==> src/common/port_seq_pkg.sv <==
// Purpose: shared constants and types for the charge-port sequencer
// Assumes: 250 MHz core clock
// Notes: times kept in their own unit, counts derived from the rate
package port_seq_pkg;
  localparam int CLK_MHZ = 250;
  localparam int ATTACH_MS = 150;
  localparam int DETACH_MS = 15;
  localparam int REVERSE_MS = 500;
  localparam int PERIOD_MAX_US = 40;
  localparam int EN_HIGH_LINE_NS = 250;
  localparam int EN_LOW_LINE_NS = 620;
  localparam int GATE_MIN_NS = 1000;
  localparam int DOVP_US = 3000;
  localparam int ATTACH_CYC = ATTACH_MS * 1000 * CLK_MHZ;
  localparam int DETACH_CYC = DETACH_MS * 1000 * CLK_MHZ;
  localparam int REVERSE_CYC = REVERSE_MS * 1000 * CLK_MHZ;
  localparam int PERIOD_CYC = PERIOD_MAX_US * CLK_MHZ;
  localparam int EN_H_CYC = (EN_HIGH_LINE_NS * CLK_MHZ + 999) / 1000;
  localparam int EN_L_CYC = (EN_LOW_LINE_NS * CLK_MHZ + 999) / 1000;
  localparam int GATE_MIN_CYC = (GATE_MIN_NS * CLK_MHZ + 999) / 1000;
  localparam int DOVP_CYC = DOVP_US * CLK_MHZ;
  // register map
  localparam logic [11:0] ADDR_CTRL = 12'h000;
  localparam logic [11:0] ADDR_STATUS = 12'h004;
  localparam logic [11:0] ADDR_IRQ_STAT = 12'h008;
  localparam logic [11:0] ADDR_IRQ_MASK = 12'h00C;
  localparam int IRQ_W = 5;
  localparam logic [IRQ_W-1:0] IRQ_ATTACH = 5'h01;
  localparam logic [IRQ_W-1:0] IRQ_DETACH = 5'h02;
  localparam logic [IRQ_W-1:0] IRQ_REVERSE = 5'h04;
  localparam logic [IRQ_W-1:0] IRQ_DOVP = 5'h08;
  localparam logic [IRQ_W-1:0] IRQ_UVP = 5'h10;
  localparam logic [1:0] CTRL_RESET = 2'h0;

  typedef enum logic [1:0] {
    ST_IDLE = 2'b00,
    ST_ATTACHING = 2'b01,
    ST_ATTACHED = 2'b11,
    ST_DETACHING = 2'b10
  } port_state_e;

  typedef struct packed {
    logic load_switch;
    logic bleeder;
    logic bc_count;
    logic dl_275;
    logic req_5v;
  } port_out_s;
endpackage

==> src/hdl/charge_port_attach_sequencer.sv <==
// Purpose: attach/detach sequencing, rectifier gating and protections
// Assumes: analog comparators arrive as async levels
// Notes: registers reached over APB, one interrupt level output
//
// How it works
// load switch on after 150 ms attach
// start charge detection counter with switch
// detach only after 15 ms continuous
// bleeder on whenever switch turns off
// restore 5 V request on detach
// 2.75 V data-line mode after enable
// leave 2.75 V mode when detection starts
// no 2.75 V return after protocol, until detach
// reverse mode after 500 ms no pulse
// flag pulse period beyond 40 us
// gate only after minimum high time
// gate held at least 1.0 us
// 3.0 ms data-line overvoltage, not in 2.75
// reduce-current variant lowers current limit
// pull-down variant pulls feedback, latches
// debounce restarts when condition drops
// variant choice is a static parameter
//
// The placing of the registers and the APB interface to the registers were left to the implementer.
`timescale 1ns/1ps
module charge_port_attach_sequencer
  import port_seq_pkg::*;
#(
  parameter int ATTACH_N = ATTACH_CYC,
  parameter int DETACH_N = DETACH_CYC,
  parameter int REVERSE_N = REVERSE_CYC,
  parameter int PERIOD_N = PERIOD_CYC,
  parameter int DOVP_N = DOVP_CYC,
  parameter bit PULL_DOWN_VARIANT = 1'b0
) (
  // clock and reset
  input wire logic mclk,
  input wire logic resetn,
  // apb slave
  input wire logic psel,
  input wire logic penable,
  input wire logic pwrite,
  input wire logic [11:0] paddr,
  input wire logic [31:0] pwdata,
  output logic [31:0] prdata,
  output logic pready,
  output logic pslverr,
  // analog comparator inputs (asynchronous)
  input wire logic cc1_sink,
  input wire logic cc2_sink,
  input wire logic primary_pulse_sense,
  input wire logic high_line,
  input wire logic dl_ovp_cmp,
  input wire logic uvp_cmp,
  input wire logic protocol_hv,
  input wire logic vout_above_5v,
  // port controls
  output logic load_switch,
  output logic bleeder_pin,
  output logic bc_count_en,
  output logic dl_275_mode,
  output logic req_5v,
  output logic sync_rectifier_gate,
  output logic reverse_mode,
  output logic period_over,
  output logic dl_ovp_flag,
  output logic cc_reduce,
  output logic secondary_feedback_pin,
  output logic latch_mode,
  output logic irq
);
  localparam int NI = 8;
  localparam int CW = 32;
  logic [NI-1:0] s1, s2;
  logic [NI-1:0] raw;
  logic attach_in, pulse, hl, ovp_in, uvp_in, proto, above5;
  port_state_e state;
  port_out_s po;
  logic [CW-1:0] deb_cnt, rev_cnt, per_cnt, ovp_cnt, hi_cnt, gate_cnt;
  logic pulse_q, hv_seen, uvp_q, seq_enable;
  logic [IRQ_W-1:0] irq_stat, irq_mask, ev;
  logic [1:0] ctrl;
  logic wr, rd;

  assign raw = {vout_above_5v, protocol_hv, uvp_cmp, dl_ovp_cmp,
                high_line, primary_pulse_sense, cc2_sink, cc1_sink};
  // two-stage synchronisers, one per comparator
  genvar gi;
  generate
    for (gi = 0; gi < NI; gi++) begin : g_sync
      always_ff @(posedge mclk) begin
        if (!resetn) begin
          s1[gi] <= 1'b0;
          s2[gi] <= 1'b0;
        end else begin
          s1[gi] <= raw[gi];
          s2[gi] <= s1[gi];
        end
      end
    end
  endgenerate
  assign attach_in = s2[0] | s2[1];
  assign pulse = s2[2];
  assign hl = s2[3];
  assign ovp_in = s2[4];
  assign uvp_in = s2[5];
  assign proto = s2[6];
  assign above5 = s2[7];
  assign seq_enable = ctrl[0];

  // attach / detach state machine
  always_ff @(posedge mclk) begin
    if (!resetn) begin
      state <= ST_IDLE;
      deb_cnt <= '0;
    end else if (!seq_enable) begin
      state <= ST_IDLE;
      deb_cnt <= '0;
    end else begin
      case (state)
        ST_IDLE: begin
          deb_cnt <= '0;
          if (attach_in) state <= ST_ATTACHING;
        end
        ST_ATTACHING: begin
          if (!attach_in) begin
            state <= ST_IDLE;
            deb_cnt <= '0;
          end else if (deb_cnt >= CW'(ATTACH_N - 2)) begin
            state <= ST_ATTACHED;
            deb_cnt <= '0;
          end else deb_cnt <= deb_cnt + 1'b1;
        end
        ST_ATTACHED: begin
          deb_cnt <= '0;
          if (!attach_in) state <= ST_DETACHING;
        end
        ST_DETACHING: begin
          if (attach_in) begin
            state <= ST_ATTACHED;
            deb_cnt <= '0;
          end else if (deb_cnt >= CW'(DETACH_N - 2)) begin
            state <= ST_IDLE;
            deb_cnt <= '0;
          end else deb_cnt <= deb_cnt + 1'b1;
        end
        default: state <= ST_IDLE;
      endcase
    end
  end

  wire sw_on = (state == ST_ATTACHED) || (state == ST_DETACHING);
  wire detach_ack = (state == ST_DETACHING) && !attach_in &&
                    (deb_cnt >= CW'(DETACH_N - 2));

  // protocol memory survives until a detach is acknowledged or the sequencer is disabled
  always_ff @(posedge mclk) begin
    if (!resetn) hv_seen <= 1'b0;
    else if (detach_ack || !seq_enable) hv_seen <= 1'b0;
    else if (proto && sw_on) hv_seen <= 1'b1;
  end

  // port outputs; bleeder is the switch's complement while enabled, same edge
  always_ff @(posedge mclk) begin
    if (!resetn) begin
      po <= '{load_switch: 1'b0, bleeder: 1'b0, bc_count: 1'b0,
              dl_275: 1'b0, req_5v: 1'b1};
    end else begin
      po.load_switch <= sw_on;
      po.bc_count <= sw_on;
      // a disable also opens the switch, so bleed on that edge too
      po.bleeder <= !sw_on && (seq_enable || po.load_switch);
      // default 2.75 V until detection starts or protocol seen
      po.dl_275 <= seq_enable && !sw_on && !hv_seen;
      if (detach_ack || !sw_on) po.req_5v <= 1'b1;
      else if (above5) po.req_5v <= 1'b0;
    end
  end
  assign load_switch = po.load_switch;
  assign bleeder_pin = po.bleeder;
  assign bc_count_en = po.bc_count;
  assign dl_275_mode = po.dl_275;
  assign req_5v = po.req_5v;

  // primary pulse timing
  wire rise = pulse && !pulse_q;
  always_ff @(posedge mclk) begin
    if (!resetn) begin
      pulse_q <= 1'b0;
      rev_cnt <= '0;
      per_cnt <= '0;
      reverse_mode <= 1'b0;
      period_over <= 1'b0;
    end else begin
      pulse_q <= pulse;
      if (pulse) begin
        rev_cnt <= '0;
        reverse_mode <= 1'b0;
      end else if (rev_cnt >= CW'(REVERSE_N - 1)) reverse_mode <= 1'b1;
      else rev_cnt <= rev_cnt + 1'b1;
      if (rise) begin
        per_cnt <= '0;
        period_over <= 1'b0;
      end else if (per_cnt >= CW'(PERIOD_N - 1)) period_over <= 1'b1;
      else per_cnt <= per_cnt + 1'b1;
    end
  end

  // rectifier gate: qualify high time, then hold a minimum on-time
  wire [CW-1:0] en_need = hl ? CW'(EN_H_CYC) : CW'(EN_L_CYC);
  always_ff @(posedge mclk) begin
    if (!resetn) begin
      hi_cnt <= '0;
      gate_cnt <= '0;
      sync_rectifier_gate <= 1'b0;
    end else begin
      if (!pulse) hi_cnt <= '0;
      else if (hi_cnt < en_need) hi_cnt <= hi_cnt + 1'b1;
      if (!sync_rectifier_gate) begin
        gate_cnt <= '0;
        if (pulse && hi_cnt >= en_need && !reverse_mode && !uvp_q)
          sync_rectifier_gate <= 1'b1;
      end else begin
        if (gate_cnt < CW'(GATE_MIN_CYC)) gate_cnt <= gate_cnt + 1'b1;
        if (gate_cnt >= CW'(GATE_MIN_CYC - 1) && pulse)
          sync_rectifier_gate <= 1'b0;
      end
    end
  end

  // data-line over-voltage, ignored while 2.75 V mode is on
  always_ff @(posedge mclk) begin
    if (!resetn) begin
      ovp_cnt <= '0;
      dl_ovp_flag <= 1'b0;
    end else if (!ovp_in || po.dl_275) begin
      ovp_cnt <= '0;
      dl_ovp_flag <= 1'b0;
    end else if (ovp_cnt >= CW'(DOVP_N - 1)) dl_ovp_flag <= 1'b1;
    else ovp_cnt <= ovp_cnt + 1'b1;
  end

  // under-voltage response; variant is fixed at build time
  always_ff @(posedge mclk) begin
    if (!resetn) begin
      uvp_q <= 1'b0;
      cc_reduce <= 1'b0;
      secondary_feedback_pin <= 1'b0;
      latch_mode <= 1'b0;
    end else begin
      uvp_q <= uvp_in;
      if (!PULL_DOWN_VARIANT) cc_reduce <= uvp_in;
      else if (uvp_in || latch_mode) begin
        secondary_feedback_pin <= 1'b1;
        latch_mode <= 1'b1; // latch clears only by reset
      end
    end
  end

  // apb slave, zero wait state
  assign wr = psel && penable && pwrite;
  assign rd = psel && !penable && !pwrite;
  assign ev = {uvp_in && !uvp_q, dl_ovp_flag == 1'b0 && ovp_in &&
               !po.dl_275 && ovp_cnt == CW'(DOVP_N - 1),
               !reverse_mode && !pulse && rev_cnt == CW'(REVERSE_N - 1),
               detach_ack, state == ST_ATTACHING && attach_in &&
               deb_cnt >= CW'(ATTACH_N - 2)};
  always_ff @(posedge mclk) begin
    if (!resetn) begin
      ctrl <= CTRL_RESET;
      irq_mask <= '0;
      irq_stat <= '0;
    end else begin
      if (wr && paddr == ADDR_CTRL) ctrl <= pwdata[1:0];
      if (wr && paddr == ADDR_IRQ_MASK) irq_mask <= pwdata[IRQ_W-1:0];
      // set wins over a write-one clear in the same cycle
      if (wr && paddr == ADDR_IRQ_STAT)
        irq_stat <= (irq_stat & ~pwdata[IRQ_W-1:0]) | ev;
      else irq_stat <= irq_stat | ev;
    end
  end
  always_ff @(posedge mclk) begin
    if (!resetn) begin
      prdata <= '0;
      pslverr <= 1'b0;
      pready <= 1'b0;
      irq <= 1'b0;
    end else begin
      pready <= psel && !penable;
      irq <= |(irq_stat & irq_mask);
      pslverr <= 1'b0;
      if (rd) begin
        case (paddr)
          ADDR_CTRL: prdata <= {30'h0, ctrl};
          ADDR_STATUS: prdata <= {22'h0, state, hv_seen, reverse_mode,
                                  sync_rectifier_gate, dl_ovp_flag,
                                  latch_mode, po.dl_275, po.load_switch,
                                  po.req_5v};
          ADDR_IRQ_STAT: prdata <= {27'h0, irq_stat};
          ADDR_IRQ_MASK: prdata <= {27'h0, irq_mask};
          default: begin
            prdata <= '0;
            pslverr <= 1'b1;
          end
        endcase
      end
    end
  end

  a_bleed_tracks: assert property (@(posedge mclk) disable iff (!resetn)
    $fell(load_switch) |-> bleeder_pin)
    else $error("bleeder not on when switch fell");
  a_bc_with_sw: assert property (@(posedge mclk) disable iff (!resetn)
    bc_count_en == load_switch)
    else $error("detection counter not tied to switch");
  a_attach_wait: assert property (@(posedge mclk) disable iff (!resetn)
    $rose(load_switch) |-> $past(state, 2) == ST_ATTACHING)
    else $error("switch on without attach debounce");
  a_no_275_on: assert property (@(posedge mclk) disable iff (!resetn)
    load_switch |-> !dl_275_mode)
    else $error("2.75 V mode while detection runs");
  a_hv_blocks: assert property (@(posedge mclk) disable iff (!resetn)
    hv_seen |=> !dl_275_mode)
    else $error("2.75 V mode after protocol");
  a_ovp_ignore: assert property (@(posedge mclk) disable iff (!resetn)
    po.dl_275 |=> !dl_ovp_flag)
    else $error("over-voltage flagged in 2.75 V mode");
  a_gate_min_on: assert property (@(posedge mclk) disable iff (!resetn)
    $rose(sync_rectifier_gate) |-> sync_rectifier_gate [*3])
    else $error("gate on-time too short");
  a_gate_qual: assert property (@(posedge mclk) disable iff (!resetn)
    $rose(sync_rectifier_gate) |-> $past(hi_cnt) >= $past(en_need))
    else $error("gate without minimum high time");
  a_req5_detach: assert property (@(posedge mclk) disable iff (!resetn)
    detach_ack |=> req_5v)
    else $error("5 V request not restored");
  a_uvp_variant: assert property (@(posedge mclk) disable iff (!resetn)
    PULL_DOWN_VARIANT |-> !cc_reduce)
    else $error("current reduced in pull-down variant");
  c_attach: cover property (@(posedge mclk) $rose(load_switch));
  c_detach: cover property (@(posedge mclk) detach_ack);
  c_gate: cover property (@(posedge mclk) $rose(sync_rectifier_gate));
  c_reverse: cover property (@(posedge mclk) $rose(reverse_mode));
endmodule

==> config.mk <==
export PLATFORM = sky130hd
export DESIGN_NAME = charge_port_attach_sequencer
export DESIGN_NICKNAME = d
export VERILOG_FILES = /design/src/common/port_seq_pkg.sv /design/src/hdl/charge_port_attach_sequencer.sv
export SDC_FILE = /design/constraint.sdc
export NUM_CORES = 1
export LEC_CHECK = 0
export ABC_AREA = 0
export BUFFER_PORTS_ARGS = -buffer_cell sky130_fd_sc_hd__buf_2
export CAP_MARGIN = 25
export CORE_UTILIZATION = 59
export DETAILED_ROUTE_END_ITERATION = 8
export MAX_ROUTING_LAYER = met4
export PLACE_DENSITY = 0.8
export SETUP_SLACK_MARGIN = 0.3
export SLEW_MARGIN = 20
export SYNTH_ARGS = -nofsm -noshare
export SYNTH_HDL_FRONTEND = slang
export SYNTH_SLANG_ARGS = --single-unit
==> constraint.sdc <==
create_clock -name mclk -period 2.4 [get_ports mclk]
set_clock_uncertainty 0.15 [all_clocks]
set_input_delay 0.24 -clock mclk [delete_from_list [all_inputs] [get_ports mclk]]
set_output_delay 0.24 -clock mclk [all_outputs]
set_load 0.005 [all_outputs]
==> results of run 1 <==
[critical path, cell delays in order, from the launching register on]
cell and delay, ps:
dfxtp_2 360, inv_1 100, ha_1 150, o211ai_1 80, a21oi_1 290, o211a_1 310, nor3_4 80, buf_6 150
buf_6 110, a31oi_4 320, nor3_2 70
[worst paths after layout]
| kind | startpoint | end | slack (ps) | depth (start not counted) |
|---|---|---|---|---|
| min | resetn | sync_rectifier_gate | 40 | 2 |
| max reg2reg | deb_cnt[0] | deb_cnt[24] | 80 | 10 |
| min reg2reg | s1[1] | s2[1] | 280 | 1 |
| max | deb_cnt[0] | deb_cnt[24] | 80 | 10 |
[per-layer routing]
layer | vias to the layer above | wire length (um) | track usage, %
met1 | 3955 | 10500 | 33.3
met2 | 254 | 11500 | 42.2
li1 | 4005 | - | -
met3 | 59 | 1180 | 4.06
met4 | 0 | 609 | 7.22
met5 | - | 0 | -
[sequential cells by signal (all words and copies together), names as in the netlist, 2 cells and up]
| register | cells |
|---|---|
| irq_stat | 5 |
| state | 2 |
| ctrl | 2 |
| s1 | 8 |
| irq_mask | 5 |
| prdata | 10 |
| ovp_cnt | 32 |
| hi_cnt | 32 |
| s2 | 2 |
| deb_cnt | 32 |
| rev_cnt | 32 |
| per_cnt | 32 |
| gate_cnt | 32 |
[cell families after synthesis]
kind of cell,Yosys count
muxes,20
other,1
buffers and inverters,86
and+or+nand+nor,523
DFF,246
xor gates and xnor gates,75
AOI/OAI and AO/OA,101
adders and majority gates,17
[cell usage after synthesis (all sizes together), types with 8 or more instances]
cell type	count	area, um^2
mux2i	17	170
and2	61	382
nor2b	22	138
or3	8	50.1
nor2	100	375
nand4	35	234
ha	17	213
nor3	45	245
dfxtp	246	4920
and3	69	432
o21ai	17	88.8
or4	9	71.3
nand3	48	245
xnor2	24	210
nand2	55	206
a21oi	24	120
inv	19	71.3
buf	31	224
nor4	40	282
clkbuf	36	136
xor2	51	447
[where the power goes]
part | switching [mW] | internal, mW | total (mW)
registers | 0.0193 | 4.10 | 4.12
logic | 0.130 | 0.0922 | 0.222
clock network | 1.70 | 2.39 | 4.08
[layout by cell type, fill, tap and decap left out, types with 5 or more instances in the layout]
cell / instances
inv_1: 19
nand4_1: 34
nor3_1: 10
ha_1: 15
and3_1: 68
nor3_2: 27
xor2_1: 49
a22oi_1: 7
nand2b_1: 5
clkinvlp_4: 8
o21ai_0: 10
buf_6: 17
clkinv_2: 8
buf_4: 65
buf_2: 52
or4_4: 6
conb_1: 30
nand3_2: 7
dfxtp_4: 8
and2_1: 60
xnor2_1: 23
dfxtp_1: 225
nor3b_1: 6
o21a_1: 6
a21oi_1: 20
clkbuf_16: 27
or3_1: 6
dfxtp_2: 13
nor2_1: 98
o211ai_1: 5
nand2_1: 48
nor4_4: 8
nor3_4: 8
dlygate4sd3_1: 15
nor4_1: 29
mux2i_1: 17
nand3_1: 37
nor2b_1: 22
[metrics by stage]
stage	util (%)	cells	setup slack, ps	setup TNS, ps
after global routing	77.9	1455	15.9	0
after floorplan	-	1098	235	0
after detailed placement	64.7	1345	-50.1	-421
final	77.9	1455	84.7	0
after CTS	74.6	1433	115	0
after global placement	64.7	1345	35.6	0
[final cells by class]
cell class,instances,area (um^2),share of cell area [%]
diodes,1,2.50,0.0193
clock buffers,27,676,5.21
clock inverters,21,208,1.60
inverters,19,71.3,0.550
multi-input cells,768,5610,43.3
flip-flops and latches,246,4970,38.3
well taps,220,275,2.12
repair buffers,153,1160,8.92
[repair_timing]
action	4_1_cts	5_1_grt
pin swaps	55	40
buffers inserted	23	20
resized for setup	90	83
hold buffers	15	0
gates cloned	2	0
hold endpoints to repair	19	0
setup endpoints to repair	85	85
==> flow_summary.ini, run 1 <==
[detailed_routing]
routed_via_density = 5.69
drt-total-wl_um = 23800
drt-wirelength-per-cell_um = 16.4
dr.pass1.iters = 5
antenna_left = 0
via_count = 8273
drc = 0
drt_iter0_drc = 575

[yosys]
synth_ff_type = dfxtp_1
synth-simple-area-share_pct = 28.7
yosysWarnings = 0
synth_top_family_by_area = simple AND/OR/NAND/NOR gates
async_reset_ff_share_pct = 0
synth_edf_count = 0
synth.distinct_cells = 71
synth_seq_area_share_pct = 48.7
synth-compound-area-share_pct = 7.40
syn-cell-area_um2 = 10100
ys_seq_elements = 246
muxShareOfSynthArea_pct = 2.24
synth-adder-area-share_pct = 2.11
syn_inst = 1069
avgSynthCellArea_um2 = 9.45
synthXorXnorAreaFrac_pct = 6.50

[die]
die_h_um = 133
num_rows = 47
fp.dieW_um = 133
start_util_pct = 60.7
core_um2 = 16600
dieArea_um2 = 17700
io-pin-count = 104

[timing]
setup_viol = 0
fin_hold_ws_ps = 44.6
post-route-period-util_pct = 96.5
drv_slew = 0
slew_headroom_pct = 47.2
tightest_slew_ps = 791
max_freq_mhz = 432
hold_violations = 0
min_period_ps = 2320
rsz0062_at_grt = yes

[cts]
clk_latency_ps = 530
cts.sink_count = 246
cts_buffers = 26
clockRootBuffer = clkbuf_16
htree_levels = 1
cts_tree = built
clkSlewWorstSetupHoldPaths_ps = 70
clk_path_buf_depth = 3

[cells_and_area]
fill_cells = 1035
nets = 1288
syn_to_final_growth_pct = 28.4
drive_gt1_share_pct = 27.2
fin_area_um2 = 13000

[critical_path]
start_kind = flop
cp.arrival_ps = 2560
cp-end-kind = flop
required_ps = 2640
cp_max_fo = 6
path_class = reg -> reg

[placed_design]
port_buffers = 52
place_area_um2 = 10800
hpwlAfterDp_um = 13600
place.gp.congestion = 0.845

[job]
cap_viol_max_count = 0

[power]
p_leak_nw = 5.18
ir_drop_v = 0.000638
p_per_area_nw_per_um2 = 650
power_mw = 8.43

[global_routing]
grt.total_usage_pct = 25.9
grt_max_degree = 38
grt_pass1_vias = 7671
grt_pass1_wl_um = 37000
grt_overflow_total = 0
antenna_found_initial = 1

[hold_path]
holdCritPathClass = in -> reg

[outcome]
status = finished, final reports clean
Power figures use the tool's default switching activity.
==> run 2, diff against run 1 <==
--- a/config.mk
+++ b/config.mk
@@ -8,10 +8,10 @@
 export ABC_AREA = 0
 export BUFFER_PORTS_ARGS = -buffer_cell sky130_fd_sc_hd__buf_2
 export CAP_MARGIN = 25
-export CORE_UTILIZATION = 59
+export CORE_UTILIZATION = 53
 export DETAILED_ROUTE_END_ITERATION = 8
 export MAX_ROUTING_LAYER = met4
-export PLACE_DENSITY = 0.8
+export PLACE_DENSITY = 0.76
 export SETUP_SLACK_MARGIN = 0.3
 export SLEW_MARGIN = 20
 export SYNTH_ARGS = -nofsm -noshare
==> constraint.sdc (replaced) <==
create_clock -name mclk -period 2 [get_ports mclk]
set_clock_uncertainty 0.15 [all_clocks]
set_input_delay 0.2 -clock mclk [delete_from_list [all_inputs] [get_ports mclk]]
set_output_delay 0.2 -clock mclk [all_outputs]
set_load 0.005 [all_outputs]
==> run 2 against run 1 <==
- non-clock buffer count up 62
- clock power up 26%
- via count up 1.4%
- sequential power up 20%
- largest power group is now the clock network
- design area up 6.5%
- first-iteration DRC count down 13%
- the flow now finishes with violations (DRC, setup timing)
- cell count up 4.9%
- critical endpoint is now rev_cnt[12]
- combinational power up 38%
- global-route usage down 1.2 points
- total power up 23%
- maximum frequency up 4.3%
- die area up 11%
==> flow_summary.ini, run 2 (synthesis gave the netlist of run 1 again) <==
[outcome]
status = finished with violations
violations = DRC, setup timing

[placed_design]
hpwlAfterDp_um = 15100
place_area_um2 = 11900
place.gp.congestion = 0.852
port_buffers = 52

[critical_path]
path_class = reg -> reg
cp-end-kind = flop
startpoint = rev_cnt[6]
rr_startpoint = rev_cnt[6]
required_ps = 2320
cp_max_fo = 6
rrSetupSlack_ps = -220
cp.arrival_ps = 2540
start_kind = flop

[timing]
fin_tns_setup_ps = -10020
fin_hold_ws_ps = 28.8
setup_ws_ps = -220
post-route-period-util_pct = 111
min_period_ps = 2220
hold_violations = 0
setup_viol = 74
rsz0062_at_grt = yes
drv_slew = 0
max_freq_mhz = 450

[detailed_routing]
drt-total-wl_um = 24700
routed_via_density = 5.50
via_count = 8388
drt_iter0_drc = 502
drc = 1
dr.pass1.iters = 7
antenna_left = 0
drt-wirelength-per-cell_um = 16.2

[cts]
cts_buffers = 26
clk_path_buf_depth = 3
cts_tree = built
htree_levels = 1
clockRootBuffer = clkbuf_16
clkSlewWorstSetupHoldPaths_ps = 60
cts.sink_count = 246
clk_latency_ps = 540

[cells_and_area]
layout_commonest_cell = dfxtp_1
final_cell_mix = dfxtp_1, buf_4, nor2_1, and3_1, and2_1
antennaDiodeCount = 0
syn_to_final_growth_pct = 36.8
fin_area_um2 = 13800
drive_gt1_share_pct = 34.8
nets = 1348
fill_cells = 1237
post-route-util_pct = 73.9

[global_routing]
grt_max_degree = 51
grt_pass1_vias = 8166
grt.total_usage_pct = 24.8
grt_overflow_total = 0
antenna_found_initial = 0
grt_pass1_wl_um = 39200

[die]
io-pin-count = 104
dieArea_um2 = 19600
fp.dieW_um = 140
num_rows = 50
core_um2 = 18700
die_h_um = 140
start_util_pct = 54.0

[power]
ir_drop_v = 0.000689
p_leak_nw = 5.61
p_per_area_nw_per_um2 = 752

[job]
cap_viol_max_count = 0

[hold_path]
hp-start = resetn
holdCritPathClass = in -> reg
==> run 2: cell count changes in the layout (fill, tap and decap cells not counted), sizes merged <==
cell and delta:
buf +63, clkinvlp -4, a31oi -2, diode -1, bufinv +2, clkbuf +3
clkinv -4
==> run 2: final cells by class <==
| cell class | count | area [um^2] | share of cell area [%] |
|---|---|---|---|
| Multi-Input combinational cell | 766 | 5880 | 42.5 |
| Sequential cell | 246 | 4970 | 36.0 |
| Timing Repair Buffer | 215 | 1680 | 12.2 |
| Clock buffer | 31 | 699 | 5.06 |
| Tap cell | 234 | 293 | 2.12 |
| Clock inverter | 15 | 221 | 1.60 |
| Inverter | 19 | 71.3 | 0.516 |
==> run 2: worst paths after layout <==
check / to / cells after the start
worst min-delay path: irq_stat[2] / 3
worst min register to register: s2[0] / 1
worst max register to register: rev_cnt[12] / 6
worst max-delay path: rev_cnt[12] / 6
==> run 2: critical path: stages (launching register included) <==
cell	delay (ps)
dfxtp_4	360
nor4_4	270
o21ai_1	110
a221o_2	450
o21a_4	260
or4_4	420
a21oi_2	130
==> run 2: metal layers <==
| metal | track usage [%] | share of wire [%] |
|---|---|---|
| met5 | - | 0 |
| met3 | 3.11 | 3.2 |
| met1 | 31.7 | 45 |
| met2 | 40.9 | 49 |
| met4 | 7.52 | 2.9 |
==> run 2: per-stage QoR <==
stage / instances / worst slack [ps] / power [mW]
global route: 1526 / -285 / 10.7
floorplan: 1098 / -165 / 5.25
finish: 1526 / -220 / 10.4
global placement: 1449 / -186 / 5.31
detailed placement: 1449 / -212 / 5.32
CTS: 1521 / -184 / 10.5
==> run 2: repair_timing <==
| item | CTS | global route |
|---|---|---|
| cloned | 1 | 0 |
| endpoints found under the setup margin | 112 | 116 |
| buffers inserted | 10 | 5 |
| gates resized for setup | 88 | 78 |
| hold endpoints to repair | 20 | 0 |
| hold buffers | 15 | 0 |
| pin swaps | 58 | 57 |
==> run 2: power by group <==
part | internal [mW] | total (mW) | switching [mW]
clock | 3.14 | 5.13 | 1.99
combinational | 0.133 | 0.306 | 0.173
sequential | 4.93 | 4.95 | 0.0214
total | 8.20 | 10.4 | 2.18
